$ cat config.mk
export PLATFORM = sky130hd
export DESIGN_NAME = lmc_ctrl
export DESIGN_NICKNAME = d
export VERILOG_FILES = /design/src/rtl/lmc_pkg.sv /design/src/rtl/lmc_ctrl.sv /design/src/rtl/lmc_dwell.sv
export SDC_FILE = /design/constraint.sdc
export NUM_CORES = 1
export LEC_CHECK = 0
export ABC_AREA = 1
export BUFFER_PORTS_ARGS = -buffer_cell sky130_fd_sc_hd__clkbuf_2
export CORE_MARGIN = 2
export CORE_UTILIZATION = 25
export DETAILED_ROUTE_END_ITERATION = 7
export GPL_TIMING_DRIVEN = 0
export SYNTH_ARGS = -nofsm -noshare
export SYNTH_HDL_FRONTEND = slang
export SYNTH_SLANG_ARGS = --single-unit
$ cat constraint.sdc
create_clock -name REF_CLK -period 3.45 [get_ports REF_CLK]
set_clock_uncertainty 0.15 [all_clocks]
set_input_delay 0.69 -clock REF_CLK [delete_from_list [all_inputs] [get_ports REF_CLK]]
set_output_delay 0.69 -clock REF_CLK [all_outputs]
set_load 0.01 [all_outputs]
$ cat src/rtl/lmc_pkg.sv
// package of constants and carrier types for the line motion and cut control
package lmc_pkg;

  // ----------------------------------------------------------------
  // timing
  // ----------------------------------------------------------------
  localparam int CLK_HZ         = 125000000;
  localparam int STEP_TIME_US   = 1000;
  localparam int STEP_CYCLES    = (CLK_HZ / 1000000) * STEP_TIME_US;
  localparam int STEP_CNT_W     = 17;
  localparam logic [13:0] DWELL_MAX_MS = 14'h270F;
  localparam int DWELL_W        = 14;

  // ----------------------------------------------------------------
  // reset values
  // ----------------------------------------------------------------
  localparam logic [16:0] STEP_CNT_RST = 17'h00000;
  localparam logic [13:0] DWELL_RST    = 14'h0000;

  // ----------------------------------------------------------------
  // line and dwell states
  // ----------------------------------------------------------------
  typedef enum logic [2:0] {
    LMC_HALT    = 3'b000,
    LMC_JOG_FWD = 3'b001,
    LMC_JOG_REV = 3'b010,
    LMC_IDLE    = 3'b011,
    LMC_FAST    = 3'b100,
    LMC_SLOW    = 3'b101
  } lmc_line_t;

  typedef enum logic [1:0] {
    LMC_DW_OFF  = 2'b00,
    LMC_DW_DOWN = 2'b01,
    LMC_DW_UP   = 2'b10,
    LMC_DW_BST  = 2'b11
  } lmc_dwell_st_t;

  // motion outputs travel together
  typedef struct packed {
    logic fwd;
    logic fast;
    logic slow;
    logic rev;
    logic run;
  } lmc_motion_t;

  // dwell channel setup
  typedef struct packed {
    logic [13:0] down_ms;
    logic [13:0] up_ms;
    logic        assist_sel;
  } lmc_dwell_cfg_t;

  // dwell channel outputs
  typedef struct packed {
    logic down;
    logic up;
    logic assist;
    logic busy;
  } lmc_dwell_out_t;

endpackage : lmc_pkg

$ cat src/rtl/lmc_ctrl.sv
// top of the line motion, cut and press output sequencer
// ----------------------------------------------------------------
// Summary of operation
// fast/slow run drive forward, speed and run
// jog drives slow plus direction, no run
// halted/idle: motion off, slow follows hold setting
// run granted only with job, no error
// motion stop keeps run output on
// keep cutting on targets while coasting
// stop-after-cut drops forward after each cut
// run or interlock opening leaves run mode
// position tracking continues during emergency stop
// cut selectable flying or feed-to-stop, up/assist
// cut down dwell programmable 0.000 to 9.999 s
// cut complete ends down dwell at once
// cut up dwell always runs full time
// press down plus up or assist output
// press down dwell programmable 0.000 to 9.999 s
// press complete ends down dwell at once
// jog inputs ignored in run mode
// halted jog held drives slow and direction
// refused run posts a warning
// dwells count 1 ms steps, inputs synchronised
// ----------------------------------------------------------------
`timescale 1ns/1ps
module lmc_ctrl
  import lmc_pkg::*;
(
  // clock and reset
  input  wire logic        REF_CLK,
  input  wire logic        RST,
  // operator and machine contacts
  input  wire logic        RUN_IN,
  input  wire logic        INTERLOCK_IN,
  input  wire logic        JOG_FWD_IN,
  input  wire logic        JOG_REV_IN,
  input  wire logic        CUT_COMPLETE_IN,
  input  wire logic        PRESS_COMPLETE_IN,
  // job status from the sequencer
  input  wire logic        JOB_READY,
  input  wire logic        ERROR_ACTIVE,
  input  wire logic        SPEED_FAST,
  input  wire logic        MOTION_REQ,
  input  wire logic        CUT_TARGET,
  input  wire logic        PRESS_TARGET,
  // configuration
  input  wire logic        SLOW_HOLD,
  input  wire logic        FEED_TO_STOP,
  input  wire logic        STOP_AFTER_CUT,
  input  wire logic        CUT_ASSIST_SEL,
  input  wire logic        PRESS_ASSIST_SEL,
  input  wire logic [13:0] CUT_DOWN_MS,
  input  wire logic [13:0] CUT_UP_MS,
  input  wire logic [13:0] PRESS_DOWN_MS,
  input  wire logic [13:0] PRESS_UP_MS,
  // motion outputs
  output logic             FORWARD,
  output logic             FAST,
  output logic             SLOW,
  output logic             REVERSE,
  output logic             RUN,
  // cut and press outputs
  output logic             CUT_DOWN,
  output logic             CUT_UP,
  output logic             CUT_DIE_ASSIST_OUTPUT,
  output logic             STAMP_DOWN,
  output logic             STAMP_UP,
  output logic             STAMP_DIE_ASSIST_OUTPUT,
  // status
  output logic             RUN_WARNING,
  output logic             COASTING,
  output logic             TRACK_ENABLE
);

  // ----------------------------------------------------------------
  // input synchronisers
  // ----------------------------------------------------------------
  localparam int N_IN = 6;

  logic [N_IN-1:0] raw_in;
  logic [N_IN-1:0] sync_a;
  logic [N_IN-1:0] sync_b;

  assign raw_in = {PRESS_COMPLETE_IN, CUT_COMPLETE_IN, JOG_REV_IN,
                   JOG_FWD_IN, INTERLOCK_IN, RUN_IN};

  genvar gi;
  generate
    for (gi = 0; gi < N_IN; gi++) begin : g_sync
      // first stage feeds only the second stage
      always_ff @(posedge REF_CLK or posedge RST) begin
        if (RST) begin
          sync_a[gi] <= 1'b0;
          sync_b[gi] <= 1'b0;
        end else begin
          sync_a[gi] <= raw_in[gi];
          sync_b[gi] <= sync_a[gi];
        end
      end
    end
  endgenerate

  logic run_s;
  logic ilk_s;
  logic jfwd_s;
  logic jrev_s;
  logic cut_done_s;
  logic press_done_s;

  assign run_s        = sync_b[0];
  assign ilk_s        = sync_b[1];
  assign jfwd_s       = sync_b[2];
  assign jrev_s       = sync_b[3];
  assign cut_done_s   = sync_b[4];
  assign press_done_s = sync_b[5];

  // ----------------------------------------------------------------
  // state
  // ----------------------------------------------------------------
  typedef struct packed {
    lmc_line_t   line;
    logic [16:0] step_cnt;
    logic        step;
    logic        run_prev;
    logic        warn;
    logic        coast;
    logic        cut_hold;
    logic        cut_busy_q;
    lmc_motion_t mo;
    logic        track;
  } lmc_state_t;

  lmc_state_t s;
  lmc_state_t next_s;

  lmc_dwell_cfg_t cut_cfg;
  lmc_dwell_cfg_t press_cfg;
  lmc_dwell_out_t cut_o;
  lmc_dwell_out_t press_o;
  logic           cut_fire;
  logic           press_fire;
  logic           run_ok;
  logic           in_run;

  assign cut_cfg   = '{down_ms: CUT_DOWN_MS, up_ms: CUT_UP_MS, assist_sel: CUT_ASSIST_SEL};
  assign press_cfg = '{down_ms: PRESS_DOWN_MS, up_ms: PRESS_UP_MS,
                       assist_sel: PRESS_ASSIST_SEL};

  assign run_ok = run_s && ilk_s && JOB_READY && !ERROR_ACTIVE;
  assign in_run = (s.line == LMC_IDLE) || (s.line == LMC_FAST) || (s.line == LMC_SLOW);

  // targets fire in run and while coasting after a halt
  assign cut_fire   = CUT_TARGET && (in_run || s.coast) && !cut_o.busy;
  assign press_fire = PRESS_TARGET && (in_run || s.coast) && !press_o.busy;

  // ----------------------------------------------------------------
  // next state
  // ----------------------------------------------------------------
  always_comb begin
    next_s = s;
    if (s.step_cnt == 17'(STEP_CYCLES - 1)) begin
      next_s.step_cnt = STEP_CNT_RST;
      next_s.step     = 1'b1;
    end else begin
      next_s.step_cnt = s.step_cnt + 17'h00001;
      next_s.step     = 1'b0;
    end

    next_s.run_prev = run_s;
    // warning stays posted until the run contact is released
    if (run_s && !s.run_prev && !run_ok && !in_run) begin
      next_s.warn = 1'b1;
    end else if (!run_s) begin
      next_s.warn = 1'b0;
    end

    case (s.line)
      LMC_HALT, LMC_JOG_FWD, LMC_JOG_REV: begin
        // a fresh run request is needed, a held contact does not retry
        if (run_s && !s.run_prev && run_ok) begin
          next_s.line = LMC_IDLE;
        end else if (jfwd_s && !jrev_s) begin
          next_s.line = LMC_JOG_FWD;
        end else if (jrev_s && !jfwd_s) begin
          next_s.line = LMC_JOG_REV;
        end else begin
          next_s.line = LMC_HALT;
        end
      end
      LMC_IDLE, LMC_FAST, LMC_SLOW: begin
        // jog inputs are not looked at here
        if (!run_s || !ilk_s || ERROR_ACTIVE) begin
          next_s.line  = LMC_HALT;
          next_s.coast = 1'b1;
        end else if (MOTION_REQ && !s.cut_hold) begin
          next_s.line = SPEED_FAST ? LMC_FAST : LMC_SLOW;
        end else begin
          next_s.line = LMC_IDLE;
        end
      end
      default: next_s.line = LMC_HALT;
    endcase

    // coasting ends once no target is pending and both dwells are done
    if (s.coast && !CUT_TARGET && !PRESS_TARGET && !cut_o.busy && !press_o.busy) begin
      next_s.coast = 1'b0;
    end
    if (next_s.line == LMC_IDLE && s.line != LMC_IDLE && !in_run) begin
      next_s.coast = 1'b0;
    end

    // hold motion off from a cut until its dwell completes
    next_s.cut_busy_q = cut_o.busy;
    if ((STOP_AFTER_CUT || FEED_TO_STOP) && cut_fire) begin
      next_s.cut_hold = 1'b1;
    end else if (s.cut_busy_q && !cut_o.busy) begin
      next_s.cut_hold = 1'b0;
    end else if (!in_run) begin
      next_s.cut_hold = 1'b0;
    end

    case (next_s.line)
      LMC_FAST:    next_s.mo = '{fwd: 1'b1, fast: 1'b1, slow: 1'b0, rev: 1'b0, run: 1'b1};
      LMC_SLOW:    next_s.mo = '{fwd: 1'b1, fast: 1'b0, slow: 1'b1, rev: 1'b0, run: 1'b1};
      LMC_JOG_FWD: next_s.mo = '{fwd: 1'b1, fast: 1'b0, slow: 1'b1, rev: 1'b0, run: 1'b0};
      LMC_JOG_REV: next_s.mo = '{fwd: 1'b0, fast: 1'b0, slow: 1'b1, rev: 1'b1, run: 1'b0};
      LMC_IDLE:    next_s.mo = '{fwd: 1'b0, fast: 1'b0, slow: SLOW_HOLD, rev: 1'b0, run: 1'b1};
      default:     next_s.mo = '{fwd: 1'b0, fast: 1'b0, slow: SLOW_HOLD, rev: 1'b0, run: 1'b0};
    endcase

    // tracking never stops for an emergency stop; only reset clears it
    next_s.track = 1'b1;
  end

  always_ff @(posedge REF_CLK or posedge RST) begin
    if (RST) begin
      s <= '{line: LMC_HALT, step_cnt: STEP_CNT_RST, mo: '0, default: 1'b0};
    end else begin
      s <= next_s;
    end
  end

  // ----------------------------------------------------------------
  // dwell channels
  // ----------------------------------------------------------------
  lmc_dwell u_cut (
    .REF_CLK  (REF_CLK),
    .RST      (RST),
    .step     (s.step),
    .fire     (cut_fire),
    .complete (cut_done_s),
    .cfg      (cut_cfg),
    .dout     (cut_o)
  );

  lmc_dwell u_press (
    .REF_CLK  (REF_CLK),
    .RST      (RST),
    .step     (s.step),
    .fire     (press_fire),
    .complete (press_done_s),
    .cfg      (press_cfg),
    .dout     (press_o)
  );

  // ----------------------------------------------------------------
  // outputs
  // ----------------------------------------------------------------
  assign FORWARD                 = s.mo.fwd;
  assign FAST                    = s.mo.fast;
  assign SLOW                    = s.mo.slow;
  assign REVERSE                 = s.mo.rev;
  assign RUN                     = s.mo.run;
  assign CUT_DOWN                = cut_o.down;
  assign CUT_UP                  = cut_o.up;
  assign CUT_DIE_ASSIST_OUTPUT   = cut_o.assist;
  assign STAMP_DOWN              = press_o.down;
  assign STAMP_UP                = press_o.up;
  assign STAMP_DIE_ASSIST_OUTPUT = press_o.assist;
  assign RUN_WARNING             = s.warn;
  assign COASTING                = s.coast;
  assign TRACK_ENABLE            = s.track;

endmodule : lmc_ctrl

$ cat src/rtl/lmc_dwell.sv
// one timed down/up dwell channel with a complete-switch override
`timescale 1ns/1ps
module lmc_dwell
  import lmc_pkg::*;
(
  // clock and reset
  input  wire logic           REF_CLK,
  input  wire logic           RST,
  // timing
  input  wire logic           step,
  // control
  input  wire logic           fire,
  input  wire logic           complete,
  input  wire lmc_dwell_cfg_t cfg,
  // outputs
  output lmc_dwell_out_t      dout
);

  typedef struct packed {
    lmc_dwell_st_t  st;
    logic [13:0]    ms;
    lmc_dwell_out_t o;
  } lmc_dw_state_t;

  lmc_dw_state_t s;
  lmc_dw_state_t next_s;

  function automatic logic [13:0] lmc_clip(input logic [13:0] v);
    lmc_clip = (v > DWELL_MAX_MS) ? DWELL_MAX_MS : v;
  endfunction : lmc_clip

  always_comb begin
    next_s = s;
    case (s.st)
      LMC_DW_OFF: begin
        if (fire && lmc_clip(cfg.down_ms) != DWELL_RST) begin
          next_s.st = LMC_DW_DOWN;
          next_s.ms = lmc_clip(cfg.down_ms);
        end
      end
      LMC_DW_DOWN: begin
        // complete contact ends the down stroke at once
        if (complete || s.ms == DWELL_RST || (step && s.ms == 14'h0001)) begin
          next_s.st = cfg.assist_sel ? LMC_DW_BST : LMC_DW_UP;
          next_s.ms = lmc_clip(cfg.up_ms);
        end else if (step) begin
          next_s.ms = s.ms - 14'h0001;
        end
      end
      LMC_DW_UP, LMC_DW_BST: begin
        // up/assist ignores the complete input and runs its full time
        if (s.ms == DWELL_RST || (step && s.ms == 14'h0001)) begin
          next_s.st = LMC_DW_OFF;
          next_s.ms = DWELL_RST;
        end else if (step) begin
          next_s.ms = s.ms - 14'h0001;
        end
      end
      default: begin
        next_s.st = LMC_DW_OFF;
        next_s.ms = DWELL_RST;
      end
    endcase
    next_s.o.down   = (next_s.st == LMC_DW_DOWN);
    next_s.o.up     = (next_s.st == LMC_DW_UP);
    next_s.o.assist = (next_s.st == LMC_DW_BST);
    next_s.o.busy   = (next_s.st != LMC_DW_OFF);
  end

  always_ff @(posedge REF_CLK or posedge RST) begin
    if (RST) begin
      s <= '{st: LMC_DW_OFF, ms: DWELL_RST, o: '0};
    end else begin
      s <= next_s;
    end
  end

  assign dout = s.o;

endmodule : lmc_dwell

==> results.py <==
metrics = {
    "synth": {
        "synth_xor_area_share_pct": 3.66,
        "postSynthCellCount": 770,
        "synth_top_family_by_area": "simple AND/OR/NAND/NOR gates",
        "synthArstFlopShare_pct": 100,
        "synth_edf_count": 0,
        "synth_top_area_cell": "dfrtp_1",
        "synthAdderAreaFrac_pct": 1.36,
        "yosys-top-cells-area": "dfrtp_1, nand2_1, inv_1",
        "yosysWarnings": 0,
        "synthTopCellsByCount": "nand2_1, inv_1, dfrtp_1",
        "synth_top_area_share_pct": 38.2,
        "synthFlopType": "dfrtp_1",
        "synth_seq_cells": 84,
        "post-synth-top-count-cell": "nand2_1",
        "synth_nets": 851,
        "synthMuxAreaShare_pct": 0,
        "synthSimpleGateAreaFrac_pct": 41.2,
        "netlist_area_sq_um": 5510,
        "synth-compound-area-share_pct": 4.77,
        "yosysSeqAreaShare_pct": 38.2,
        "ys_types": 40,
        "avgSynthCellArea_sq_um": 7.15,
    },
    "clocking": {
        "clock_latency_ns": 0.35,
        "tritoncts": "yes",
        "clkSinkCount": 84,
        "cts-hold-fix-buffers": 0,
        "clk_pin_slew_worst_paths_ns": 0.06,
        "postCtsSetupBuffers": 0,
        "cts_made_buffers": 9,
        "cts_resized": 0,
        "clockBufferDepth": 2,
        "cts_root_buf": "clkbuf_16",
        "cts_max_level": 3,
    },
    "placement": {
        "dpl.hpwl_um": 11300,
        "dp_slack_ns": 1.27,
        "port_buffers": 87,
        "placed_cell_area_sq_um": 6320,
        "gp_congestion": 0.877,
    },
    "setup_path": {
        "crit_path_cell_trace": "inv_1 -> ha_1 -> a21oi_1 -> nor2_1 -> nand2_2 -> nand2_4 -> o21ai_4 -> nand2_1 -> nand2_1 -> inv_1 -> nand3_1",
        "critPathMaxStageDelay_ns": 0.41,
        "critPathMaxFanout": 10,
        "slowest_stage": "dfrtp_1",
        "path_buf_inv": 2,
        "start_kind": "flip-flop",
        "cp.arrival_ns": 2.11,
        "cp.required_ns": 3.58,
        "cpLargestDelayFamily": "simple AND/OR/NAND/NOR gates",
        "worst_setup_path_end_kind": "flip-flop",
        "critical_path_class": "reg2reg",
    },
    "finish": {
        "layout-drive-gt1-share_pct": 20.8,
        "diodes": 0,
        "fin_area_sq_um": 6630,
        "nFillCells": 2358,
        "area.growth.synth_to_final_pct": 20.4,
        "finalCoreUtilization_pct": 30.5,
        "num-nets-final": 950,
    },
    "route": {
        "drc": 0,
        "drtPass1Iterations": 5,
        "detail_route.wl_per_cell_um": 12.5,
        "drtIter0Drc": 298,
        "vias": 5083,
        "ant_nets": 0,
        "vias_per_cell": 4.40,
        "drt_wl_total_um": 14400,
    },
    "grt": {
        "grt_max_degree": 69,
        "antenna_found_initial": 0,
        "grt_pass1_vias": 4857,
        "grt_pass1_wl_um": 23900,
        "grt.overflow.total": 0,
        "grt_use_total_pct": 12.6,
    },
    "floorplanning": {
        "core_sq_um": 21800,
        "num_rows": 54,
        "die_w_um": 152,
        "pin_count": 89,
        "die_area_sq_um": 23200,
        "fp.dieH_um": 152,
        "start_util_pct": 25.3,
    },
    "timing": {
        "fmax_mhz": 506,
        "slew_violations": 0,
        "rsz0062_at_grt": "no",
        "layout_min_cycle_time_ns": 1.98,
        "setup-tns-final_ns": 0,
        "slew_headroom_pct": 58.0,
        "setup_violations": 0,
        "min_period_over_period_pct": 57.3,
        "hold_violations": 0,
        "worstMarginPinSlew_ns": 0.628,
        "fin_ws_ns": 1.47,
    },
    "worst_hold_path": {
        "worstHoldPathType": "in2async",
    },
    "flow_run": {
        "drv_cap": 0,
    },
    "pwr": {
        "peakVddDrop_mv": 0.261,
        "power_mw": 3.94,
        "p_leak_nw": 3.43,
        "powerDensity_nw_per_um2": 595,
    },
    "outcome": {
        "status": "completed",
    },
}
per-stage QoR:
stage | hold WS, ns | instances
2_1_floorplan | 0.181 | 770
3_3_place_gp | 0.183 | 1137
3_5_place_dp | 0.185 | 1138
4_1_cts | 0.114 | 1154
5_1_grt | 0.124 | 1154
6_report | 0.123 | 1154
sequential cells by signal (all words and copies together), names as in the netlist, 4 cells and up:
signal        flops
u_cut.s          16
s                24
sync_a            6
u_cut.dout        4
u_press.dout      4
u_press.s        16
final timing paths:
kind	slack (ns)	cells after the start	start	to
min in group REF_CLK	0.20	0	sync_a[3]$_DFF_PP0_	jrev_s$_DFF_PP0_
hold / removal	0.12	2	RST	sync_a[2]$_DFF_PP0_
max in group asynchronous	2.41	3	RST	s[28]$_DFF_PP0_
setup / recovery	1.47	11	u_cut.s[5]$_DFFE_PP0P_	u_cut.s[9]$_DFFE_PP0P_
setup reg to reg	1.47	11	u_cut.s[5]$_DFFE_PP0P_	u_cut.s[9]$_DFFE_PP0P_
hold reg to reg	0.20	0	sync_a[3]$_DFF_PP0_	jrev_s$_DFF_PP0_
layout make-up:
class	instances	area (sq um)	share of cell area, %
repair buffers	88	463	6.98
well taps	280	350	5.29
clock buffers	13	260	3.93
plain buffers	14	105	1.59
inverters	130	490	7.40
multi-input cells	542	2810	42.4
flip-flops and latches	84	2100	31.7
clock inverters	3	45.0	0.680
cell families (layout without fill, tap and decap cells):
group | count (synthesis) | in the layout
simple gates | 469 | 469
buf+inv | 144 | 248
flops | 84 | 84
compound gates | 43 | 43
xor+xnor | 23 | 23
fa+ha+maj | 6 | 6
other cells | 1 | 1
metal layers:
layer  track usage [%]  wire length (um)  up-vias  part of all wire [%]
met2              20.9              6650      139                    46
li1                  -                 -     2633                     -
met1              16.3              6730     2302                    47
met5                 0                 0        -                     0
met4              3.13               138        0                  0.96
met3              3.41               922        9                   6.4
layout by cell type, fill, tap and decap left out, drive strengths merged:
| cell | instances |
|---|---|
| xor2 | 19 |
| buf | 11 |
| bufinv | 1 |
| dfrtp | 84 |
| nand4 | 43 |
| nand3 | 81 |
| nor3 | 18 |
| a31oi | 1 |
| ha | 6 |
| o21ai | 18 |
| or2 | 4 |
| o21a | 3 |
| nor4 | 3 |
| a311oi | 1 |
| inv | 130 |
| clkinvlp | 2 |
| a21oi | 14 |
| o211ai | 3 |
| nand2 | 214 |
| a21boi | 2 |
| xnor2 | 4 |
| o2bb2ai | 1 |
| clkbuf | 104 |
| conb | 1 |
| nor2 | 102 |
| nand3b | 4 |
power breakdown:
part	internal [mW]	switching [mW]	leakage [nW]	total, mW
sequential	1.19	0.176	1.08	1.36
clock	0.601	0.399	0.142	1.00
combinational	0.539	1.04	2.21	1.58
Power figures use the tool's default switching activity.
